<file path="config.mk">
export PLATFORM = sky130hd
export DESIGN_NAME = aci_ch_one_regs
export DESIGN_NICKNAME = d
export VERILOG_FILES = /design/src/aci_pkg.sv /design/src/aci_ch_one_regs.sv
export SDC_FILE = /design/constraint.sdc
export NUM_CORES = 1
export LEC_CHECK = 0
export BUFFER_PORTS_ARGS = -buffer_cell sky130_fd_sc_hd__buf_2
export CAP_MARGIN = 30
export CELL_PAD_IN_SITES_DETAIL_PLACEMENT = 1
export CELL_PAD_IN_SITES_GLOBAL_PLACEMENT = 1
export CORE_MARGIN = 4
export CORE_UTILIZATION = 32
export DETAILED_ROUTE_END_ITERATION = 16
export GPL_ROUTABILITY_DRIVEN = 0
export MAX_ROUTING_LAYER = met4
export PLACE_DENSITY = 0.87
export SETUP_SLACK_MARGIN = 0.05
export SLEW_MARGIN = 20
export SYNTH_ARGS = -nofsm -noshare
export SYNTH_HDL_FRONTEND = slang
export SYNTH_SLANG_ARGS = --single-unit
</file>
<file path="constraint.sdc">
create_clock -name clk_sys -period 1.3 [get_ports clk_sys]
set_input_delay 0.26 -clock clk_sys [delete_from_list [all_inputs] [get_ports clk_sys]]
set_output_delay 0.26 -clock clk_sys [all_outputs]
set_load 0.01 [all_outputs]
</file>
<file path="src/aci_pkg.sv">
package aci_pkg;

  localparam logic [7:0] ACI_PAGE_CH1       = 8'h00;
  localparam logic [7:0] ACI_OFS_INPUT_CFG  = 8'h3C;
  localparam logic [7:0] ACI_OFS_GAIN_CFG   = 8'h3D;
  localparam logic [7:0] ACI_OFS_VOL_CFG    = 8'h3E;
  localparam logic [7:0] ACI_OFS_CAL_CFG    = 8'h3F;

  localparam logic [7:0] ACI_RST_INPUT_CFG  = 8'h00;
  localparam logic [7:0] ACI_RST_GAIN_CFG   = 8'h00;
  localparam logic [7:0] ACI_RST_VOL_CFG    = 8'hC9;
  localparam logic [7:0] ACI_RST_CAL_CFG    = 8'h80;

  // writable bits of each register; everything else is reserved
  localparam logic [7:0] ACI_MASK_INPUT_CFG = 8'hFD;
  localparam logic [7:0] ACI_MASK_GAIN_CFG  = 8'hFC;
  localparam logic [7:0] ACI_MASK_VOL_CFG   = 8'hFF;
  localparam logic [7:0] ACI_MASK_CAL_CFG   = 8'hF0;

  localparam int ACI_BIT_KIND     = 7;
  localparam int ACI_BIT_SRC_HI   = 6;
  localparam int ACI_BIT_SRC_LO   = 5;
  localparam int ACI_BIT_COUPLING = 4;
  localparam int ACI_BIT_IMP_HI   = 3;
  localparam int ACI_BIT_IMP_LO   = 2;
  localparam int ACI_BIT_RANGE_EN = 0;
  localparam int ACI_BIT_GAIN_HI  = 7;
  localparam int ACI_BIT_GAIN_LO  = 2;
  localparam int ACI_BIT_CAL_HI   = 7;
  localparam int ACI_BIT_CAL_LO   = 4;
  localparam int ACI_BIT_R108_SEL = 3;

  localparam logic [5:0] ACI_GAIN_MAX     = 6'h2A;
  localparam logic [7:0] ACI_VOL_MUTE     = 8'h00;
  localparam logic [8:0] ACI_VOL_ZERO_DB  = 9'h0C9;
  localparam logic [1:0] ACI_IMP_RESERVED = 2'h3;

  typedef enum logic [1:0] {
    ACI_SRC_DIFF = 2'b00,
    ACI_SRC_SE   = 2'b01,
    ACI_SRC_PDM  = 2'b10,
    ACI_SRC_RSVD = 2'b11
  } aci_source_t;

endpackage : aci_pkg

</file>
<file path="src/aci_ch_one_regs.sv">
`timescale 1ns/1ps
module aci_ch_one_regs
  import aci_pkg::*;
(
  input  wire logic              clk_sys,
  input  wire logic              sys_rst,
  input  wire logic              clk_en,
  // internal register port behind the serial control decoder
  input  wire logic [7:0]        reg_page,
  input  wire logic [7:0]        reg_addr,
  input  wire logic              reg_wr_en,
  input  wire logic [7:0]        reg_wdata,
  input  wire logic              reg_rd_en,
  output logic      [7:0]        reg_rdata,
  output logic                   reg_rd_valid,
  output logic                   reg_hit,
  // bit 3 of page0_register_108, held elsewhere on this clock
  input  wire logic              page0_register_108_sel,
  output logic                   ch_one_input_kind,
  output aci_source_t            ch_one_input_source,
  output logic                   ch_one_source_analog,
  output logic                   ch_one_source_reserved,
  output logic                   ch_one_coupling_sel,
  output logic [1:0]             ch_one_impedance_sel,
  output logic                   ch_one_impedance_reserved,
  output logic                   ch_one_range_enh_en,
  output logic                   dynamic_range_enhancer_en,
  output logic                   automatic_gain_controller_en,
  output logic [5:0]             ch_one_gain_setting,
  output logic                   ch_one_gain_reserved,
  output logic [7:0]             ch_one_digital_volume,
  output logic                   ch_one_mute,
  output logic signed [8:0]      ch_one_volume_half_db,
  output logic [3:0]             ch_one_gain_cal
);

  ////////////////////////////////////////////////////////////////////////
  // register storage
  logic [7:0] input_cfg_ff;
  logic [7:0] gain_cfg_ff;
  logic [7:0] vol_cfg_ff;
  logic [7:0] cal_cfg_ff;
  logic [7:0] nxt_input_cfg;
  logic [7:0] nxt_gain_cfg;
  logic [7:0] nxt_vol_cfg;
  logic [7:0] nxt_cal_cfg;
  logic       page_ok;

  assign page_ok = (reg_page == ACI_PAGE_CH1);

  // only writable bits are taken; reserved bits stay at zero
  always_comb begin
    nxt_input_cfg = input_cfg_ff;
    nxt_gain_cfg  = gain_cfg_ff;
    nxt_vol_cfg   = vol_cfg_ff;
    nxt_cal_cfg   = cal_cfg_ff;
    if (reg_wr_en && page_ok) begin
      case (reg_addr)
        ACI_OFS_INPUT_CFG:
          nxt_input_cfg = reg_wdata & ACI_MASK_INPUT_CFG;
        ACI_OFS_GAIN_CFG:
          nxt_gain_cfg  = reg_wdata & ACI_MASK_GAIN_CFG;
        ACI_OFS_VOL_CFG:
          nxt_vol_cfg   = reg_wdata & ACI_MASK_VOL_CFG;
        ACI_OFS_CAL_CFG:
          nxt_cal_cfg   = reg_wdata & ACI_MASK_CAL_CFG;
        default: begin
        end
      endcase
    end
  end

  always_ff @(posedge clk_sys or posedge sys_rst) begin
    if (sys_rst) begin
      input_cfg_ff <= ACI_RST_INPUT_CFG;
      gain_cfg_ff  <= ACI_RST_GAIN_CFG;
      vol_cfg_ff   <= ACI_RST_VOL_CFG;
      cal_cfg_ff   <= ACI_RST_CAL_CFG;
    end else if (clk_en) begin
      input_cfg_ff <= nxt_input_cfg;
      gain_cfg_ff  <= nxt_gain_cfg;
      vol_cfg_ff   <= nxt_vol_cfg;
      cal_cfg_ff   <= nxt_cal_cfg;
    end
  end

  ////////////////////////////////////////////////////////////////////////
  // read path: data one cycle after the strobe, unmapped reads give zero
  logic [7:0] rdata_ff;
  logic       rd_valid_ff;
  logic       hit_ff;
  logic [7:0] nxt_rdata;
  logic       nxt_rd_valid;
  logic       nxt_hit;

  always_comb begin
    nxt_rdata    = 8'h00;
    nxt_hit      = 1'b0;
    nxt_rd_valid = reg_rd_en;
    if (reg_rd_en && page_ok) begin
      nxt_hit = 1'b1;
      case (reg_addr)
        ACI_OFS_INPUT_CFG: nxt_rdata = input_cfg_ff;
        ACI_OFS_GAIN_CFG:  nxt_rdata = gain_cfg_ff;
        ACI_OFS_VOL_CFG:   nxt_rdata = vol_cfg_ff;
        ACI_OFS_CAL_CFG:   nxt_rdata = cal_cfg_ff;
        default:           nxt_hit   = 1'b0;
      endcase
    end
  end

  always_ff @(posedge clk_sys or posedge sys_rst) begin
    if (sys_rst) begin
      rdata_ff    <= 8'h00;
      rd_valid_ff <= 1'b0;
      hit_ff      <= 1'b0;
    end else if (clk_en) begin
      rdata_ff    <= nxt_rdata;
      rd_valid_ff <= nxt_rd_valid;
      hit_ff      <= nxt_hit;
    end
  end

  assign reg_rdata    = rdata_ff;
  assign reg_rd_valid = rd_valid_ff;
  assign reg_hit      = hit_ff;

  ////////////////////////////////////////////////////////////////////////
  // field decode; all straight from the register flops, engine enables also gated by page0_register_108_sel
  assign ch_one_input_kind   = input_cfg_ff[ACI_BIT_KIND];
  assign ch_one_input_source =
    aci_source_t'(input_cfg_ff[ACI_BIT_SRC_HI:ACI_BIT_SRC_LO]);
  assign ch_one_source_analog =
    (ch_one_input_source == ACI_SRC_DIFF) ||
    (ch_one_input_source == ACI_SRC_SE);
  assign ch_one_source_reserved = (ch_one_input_source == ACI_SRC_RSVD);
  // coupling has no meaning for a PDM microphone, so it is forced to AC
  assign ch_one_coupling_sel =
    input_cfg_ff[ACI_BIT_COUPLING] & ch_one_source_analog;
  assign ch_one_impedance_sel =
    input_cfg_ff[ACI_BIT_IMP_HI:ACI_BIT_IMP_LO];
  assign ch_one_impedance_reserved =
    (ch_one_impedance_sel == ACI_IMP_RESERVED);

  assign ch_one_range_enh_en = input_cfg_ff[ACI_BIT_RANGE_EN];
  // at most one of the two engines may run; the select is live
  assign dynamic_range_enhancer_en =
    ch_one_range_enh_en & ~page0_register_108_sel;
  assign automatic_gain_controller_en =
    ch_one_range_enh_en & page0_register_108_sel;

  assign ch_one_gain_setting =
    gain_cfg_ff[ACI_BIT_GAIN_HI:ACI_BIT_GAIN_LO];
  // reserved gain codes are stored as written; the flag lets the
  // analog side clamp rather than guess
  assign ch_one_gain_reserved = (ch_one_gain_setting > ACI_GAIN_MAX);

  assign ch_one_digital_volume = vol_cfg_ff;
  assign ch_one_mute = (vol_cfg_ff == ACI_VOL_MUTE);
  // signed half-dB steps relative to 0 dB: code 1 is -200, 255 is +54
  assign ch_one_volume_half_db =
    $signed({1'b0, vol_cfg_ff}) - $signed(ACI_VOL_ZERO_DB);

  assign ch_one_gain_cal = cal_cfg_ff[ACI_BIT_CAL_HI:ACI_BIT_CAL_LO];

  ////////////////////////////////////////////////////////////////////////
  // checks
  chk_input_reserved_zero: assert property (
    @(posedge clk_sys) disable iff (sys_rst)
    input_cfg_ff[1] == 1'b0 && gain_cfg_ff[1:0] == 2'h0 &&
    cal_cfg_ff[3:0] == 4'h0)
    else $error("reserved bit holds a one");

  chk_input_write_lands: assert property (
    @(posedge clk_sys) disable iff (sys_rst)
    clk_en && reg_wr_en && page_ok && reg_addr == ACI_OFS_INPUT_CFG
    |=> input_cfg_ff == ($past(reg_wdata) & ACI_MASK_INPUT_CFG))
    else $error("input cfg write not stored");

  chk_vol_write_lands: assert property (
    @(posedge clk_sys) disable iff (sys_rst)
    clk_en && reg_wr_en && page_ok && reg_addr == ACI_OFS_VOL_CFG
    |=> ch_one_digital_volume == $past(reg_wdata))
    else $error("volume write not stored");

  chk_engine_exclusive: assert property (
    @(posedge clk_sys) disable iff (sys_rst)
    ch_one_range_enh_en |->
    (dynamic_range_enhancer_en ^ automatic_gain_controller_en) &&
    (automatic_gain_controller_en == page0_register_108_sel))
    else $error("range engine select wrong");

  chk_engine_off: assert property (
    @(posedge clk_sys) disable iff (sys_rst)
    !input_cfg_ff[ACI_BIT_RANGE_EN] |->
    !dynamic_range_enhancer_en && !automatic_gain_controller_en)
    else $error("range engine on while disabled");

  chk_mute_zero: assert property (
    @(posedge clk_sys) disable iff (sys_rst)
    clk_en && reg_wr_en && page_ok && reg_addr == ACI_OFS_VOL_CFG
    |=> ch_one_mute == ($past(reg_wdata) == 8'h00))
    else $error("mute does not follow code zero");

  chk_vol_map: assert property (
    @(posedge clk_sys) disable iff (sys_rst)
    (ch_one_digital_volume == 8'h01 |-> ch_one_volume_half_db == -200) and
    (ch_one_digital_volume == 8'hFF |-> ch_one_volume_half_db == 54))
    else $error("volume map off");

  chk_coupling_pdm: assert property (
    @(posedge clk_sys) disable iff (sys_rst)
    ch_one_input_source == ACI_SRC_PDM |-> !ch_one_coupling_sel)
    else $error("coupling active on digital source");

  chk_gain_flag: assert property (
    @(posedge clk_sys) disable iff (sys_rst)
    ch_one_gain_reserved == (gain_cfg_ff[7:2] >= 6'h2B))
    else $error("gain reserved flag wrong");

  chk_read_answer: assert property (
    @(posedge clk_sys) disable iff (sys_rst)
    clk_en && reg_rd_en && page_ok && reg_addr == ACI_OFS_CAL_CFG
    |=> reg_rd_valid && reg_hit && reg_rdata == $past(cal_cfg_ff))
    else $error("calibration read wrong");

  chk_reset_values: assert property (
    @(posedge clk_sys) $fell(sys_rst) |->
    vol_cfg_ff == 8'hC9 && cal_cfg_ff == 8'h80 && input_cfg_ff == 8'h00)
    else $error("reset value wrong");

  cov_pdm_select: cover property (
    @(posedge clk_sys) disable iff (sys_rst)
    ch_one_input_source == ACI_SRC_PDM);
  cov_agc_on: cover property (
    @(posedge clk_sys) disable iff (sys_rst)
    automatic_gain_controller_en);
  cov_mute: cover property (
    @(posedge clk_sys) disable iff (sys_rst) ch_one_mute);
  cov_unmapped_read: cover property (
    @(posedge clk_sys) disable iff (sys_rst) reg_rd_valid && !reg_hit);

endmodule : aci_ch_one_regs

</file>
---- Word-level counts from Yosys, hierarchy flattened ----
Cells that the tools add are included.
operators by class
  bitwise logic cells ..................... 4
  multiplexer cells ....................... 4
  add/subtract/negate cells ............... 1
  equality and inequality tests ........... 7
  magnitude comparators ................... 1
  reductions and logical operators ........ 11
operators by type and width
  kind                                                   number
  equality test 8 x 6 -> 1 bit (second input constant)   4
  one-hot mux 8 bit (4 select lines)                     1
  logical NOT 8 bit                                      2
  AND reduction 3 bit                                    4
  subtractor 8 x 8 -> 9 bit (second input constant)      1
  two-way mux 8 bit                                      1
  greater-than comparator 6 bit (second input constant)  1
  equality test 2 bit (second input constant)            2
  OR reduction 4 bit                                     1
  bitwise AND 1 bit                                      3
  equality test 2 x 1 -> 1 bit (second input constant)   1
  logical AND 1 bit                                      2
  logical NOT 2 bit                                      1
  two-way mux 1 bit                                      2
  logical OR 1 bit                                       1
  NOT 1 bit                                              1
storage, ports and cells
  logic and storage cells ................. 35
  output and inout port bits .............. 51
  register bits ........................... 35
  bits of input ports ..................... 30

---- Longest topological paths before layout ----
  word-level depth ........................ 4
  mapped depth ............................ 6
  mapped depth without buffers ............ 6

---- Worst setup path before layout ----
OpenSTA, ideal clock, no wires.
  path kind ............................... input to register
  from .................................... in reg_page[1]
  to ...................................... reg vol_cfg_ff[1], in the netlist ch_one_digital_volume[1]
  arrival ................................. 1668 ps
  setup time .............................. 125 ps
  cell stages on the path ................. 4
  slack ................................... -492 ps
  cell sequence ........................... nor4_2 nand4_2 nor4b_4 mux2_2
between the ends
  longest elaborated chain between the ends .. 3
RTL lines
  what                                  line                   text
  from (decl)                           aci_ch_one_regs.sv:9   input wire logic [7:0] reg_page,
  logical NOT 8 bit                     aci_ch_one_regs.sv:49  assign page_ok = (reg_page == ACI_PAGE_CH1);
  logical AND 1 bit                     aci_ch_one_regs.sv:57  if (reg_wr_en && page_ok) begin
  AND reduction 3 bit (no source line)  --
  to (signal assigned)                  aci_ch_one_regs.sv:82  vol_cfg_ff <= nxt_vol_cfg;
  to (decl)                             aci_ch_one_regs.sv:41  logic [7:0] vol_cfg_ff;
Every way passes these cells.
A chain may end at the register's enable or synchronous reset.

---- Worst setup path in the final report ----
  from .................................... reg vol_cfg_ff[0], in the netlist ch_one_digital_volume[0]
  to ...................................... out ch_one_volume_half_db[4]
between the ends
  longest elaborated chain between the ends .. 1
RTL lines
  what                       line                    text
  subtractor 8 x 8 -> 9 bit  aci_ch_one_regs.sv:162  $signed({1'b0, vol_cfg_ff}) - $signed(ACI_VOL_ZERO_DB);
  to (decl)                  aci_ch_one_regs.sv:33   output logic signed [8:0] ch_one_volume_half_db,
Every way passes these cells.

==> reports/metrics.yaml <==
status:
  status: "complete, but fails checks"
  violations: "negative hold slack, negative setup slack"
clocking:
  cts_buffers: 5
  cts_root_buffer: "clkbuf_8"
  cts.clk_slew.worst_paths_ns: 0.07
  cts.sinks: 35
  cts_tree: "done"
  clk-insertion-delay-late_ns: 0.30
  cts_buffer_depth: 2
  cts.htree.levels: 2
  ctsHoldBuffers: 0
floorplanning:
  start_util: 0.332
  die-width_um: 83.5
  die_h_um: 83.5
  core_mm2: 0.00551
  die-area_mm2: 0.00698
  ios: 81
  rows: 27
cells_and_area:
  final_design_area_no_fill_mm2: 0.00324
  area_growth_pct: 77.5
  diodes: 0
  nets: 309
  nFillCells: 594
  drive_gt1_frac: 0.748
  utilization: 0.589
  multi_input_area_mm2: 0.00110
  final-seq-area_um2: 888
route:
  firstDrtPassIters: 4
  routed.top_layer: "met4"
  routed_wl_um: 6860
  route.met2.wl_um: 3740
  drt_iter0_drc: 32
  wl_per_cell_um: 19.6
  viasPerCell: 4.79
  drc_errors: 0
  route.met3.wl_um: 281
  ant_nets: 0
  via_count: 1676
  wl_met1_um: 2670
sta:
  hold_viol_final: 2
  hold-worst-slack_ns: -0.00242
  slew_headroom: 0.745
  setup_violations: 43
  layout_setup_ws_ns: -0.584
  slew_viol_final: 0
  max_clock_freq_mhz: 531
  rsz0062_at_grt: "yes"
  finClkSkew_ns: 0.00282
  period_share: 1.45
  timing.final.crit_period_ns: 1.88
  max_slew.worst_pin.slew_ns: 0.382
yosys:
  synth_ff_type: "dfrtp_1"
  synth_edf_count: 0
  avgSynthCellArea_um2: 12.1
  ys_seq_elements: 35
  synth_cell_type_count: 34
  yosys-top-cells-area: "dfrtp_1 41%, mux2_2 15%, dfstp_2 7.2%, mux4_2 4.9%, inv_1 4.3%"
  netlist_instances: 151
  synthTopCellsByCount: "30 x dfrtp_1, 25 x mux2_2, 21 x inv_1"
  synth_top_area_share: 0.411
  synth.largest_area_cell: "dfrtp_1"
  async_flop_share: 1.00
  yosys.cell_count.top_type: "dfrtp_1"
  synth_nets: 183
  synth_area_mm2: 0.00183
  synth_warnings: 0
  yosysSeqAreaShare: 0.483
grt:
  groute.usage.overall: 0.205
  antenna_found_initial: 0
  grt_max_degree: 36
  overflow: 0
  grt_pass1_vias: 1938
  grt_pass1_wl_um: 10600
place:
  io_buffers: 80
  pre_cts_slack_ns: -0.581
  dp_hpwl_um: 4410
  place_area_mm2: 0.00260
setup_path:
  worst-path-max-fanout: 4
  reg2reg_depth: 5
  crit_arrival_ns: 1.62
  startpoint: "ch_one_digital_volume[0]"
  rr_startpoint: "ch_one_digital_volume[4]"
  cp-start-kind: "register"
  critical_path.endpoint: "ch_one_volume_half_db[4]"
  reg2reg_to: "reg_rdata[4]"
  required_ns: 1.04
  worstSetupEndpointType: "primary output"
  reg2reg_slack_ns: -0.10
  path_class: "register to primary output"
power:
  power_leakage_nw: 1.59
  cellPowerDensity_mw_per_mm2: 670
  peakVddDrop_mv: 0.379
worst_hold_path:
  hold_path.class: "input port to asynchronous set/reset pin"
job:
  cap_violations: 0
routing by layer:
metal / up-vias / track usage
met5: - / -
met1: 845 / 0.223
met2: 46 / 0.356
li1: 773 / -
met4: 0 / 0.0950
met3: 12 / 0.0464
cells in the final DEF, fill, tap and decap left out, types with 2 or more instances in the layout:
master,Yosys,routed
buf_2,1,61
buf_6,0,43
mux2_4,0,25
dfrtp_1,30,25
buf_4,4,20
inv_1,21,16
o22ai_2,0,7
clkbuf_8,0,7
nor2_1,6,6
nor4_4,3,5
dfstp_2,5,5
dfrtp_2,0,5
nand2_1,5,4
mux4_2,4,4
nor2b_1,4,4
inv_2,0,3
xor2_2,0,3
mux2i_1,3,3
o21ai_0,3,2
or2_4,0,2
inv_4,0,2
and2_4,0,2
a21oi_1,3,2
ha_4,0,2
cell type report:
| cell class | count | share of cell area |
|---|---|---|
| Multi-Input combinational cell | 88 | 0.341 |
| Clock buffer | 8 | 0.0309 |
| Inverter | 21 | 0.0259 |
| Tap cell | 72 | 0.0278 |
| Sequential cell | 35 | 0.274 |
| Timing Repair Buffer | 126 | 0.301 |
report_power, final:
group	leakage, nW	total, mW	internal [mW]	switching, mW
logic	1.08	0.174	0.0744	0.100
clock network	0.0515	0.904	0.484	0.420
registers	0.461	1.09	1.09	0.00137
total	1.59	2.17	1.65	0.521
stage by stage:
stage	cells	total power [mW]	setup TNS [ns]
2_1_floorplan	151	1.17	-11.67
3_3_place_gp	322	1.26	-15.54
3_5_place_dp	322	1.27	-16.99
4_1_cts	347	2.17	-9.01
5_1_grt	350	2.25	-13.09
6_report	350	2.17	-10.14
logic make-up (layout without fill, tap and decap cells):
group | after synthesis | in the layout | share of synthesized area
buf+inv | 29 | 155 | 0.0685
xor+xnor | 5 | 5 | 0.0240
simple gates | 31 | 32 | 0.132
mux | 32 | 32 | 0.220
flops | 35 | 35 | 0.483
fa+ha+maj | 2 | 2 | 0.0137
compound gates | 17 | 17 | 0.0583
worst min-delay path by stage:
stage                     startpoint            to  slack, ns  cells after the start
after floorplan            reg_rd_en  reg_rd_valid       0.39                      2
after global placement       sys_rst  reg_rd_valid       0.32                      3
after detailed placement     sys_rst  reg_rd_valid       0.33                      3
after CTS                    sys_rst  reg_rd_valid      0.006                      3
after global routing         sys_rst  reg_rd_valid       0.02                      3
final                        sys_rst  reg_rd_valid     -0.002                      3
repair_timing:
item	in CTS	in global routing
cloned	0	1
gates resized for setup	58	37
pin swaps	10	10
endpoints found under the setup margin	54	62
buffers inserted	17	9
sequential cells by signal (all words and copies together), names as in the netlist:
signal and flops:
gain_cfg_ff 6, reg_hit 1, ch_one_digital_volume 8, input_cfg_ff 7, reg_rdata 8, reg_rd_valid 1, cal_cfg_ff 4
critical path: stages, from the launching register on:
cell     delay, ns
dfstp_2       0.61
inv_4         0.06
ha_4          0.17
inv_4         0.05
o21ai_4       0.05
buf_6         0.12
xor2_2        0.13
buf_2         0.14
Power figures use the tool's default switching activity.
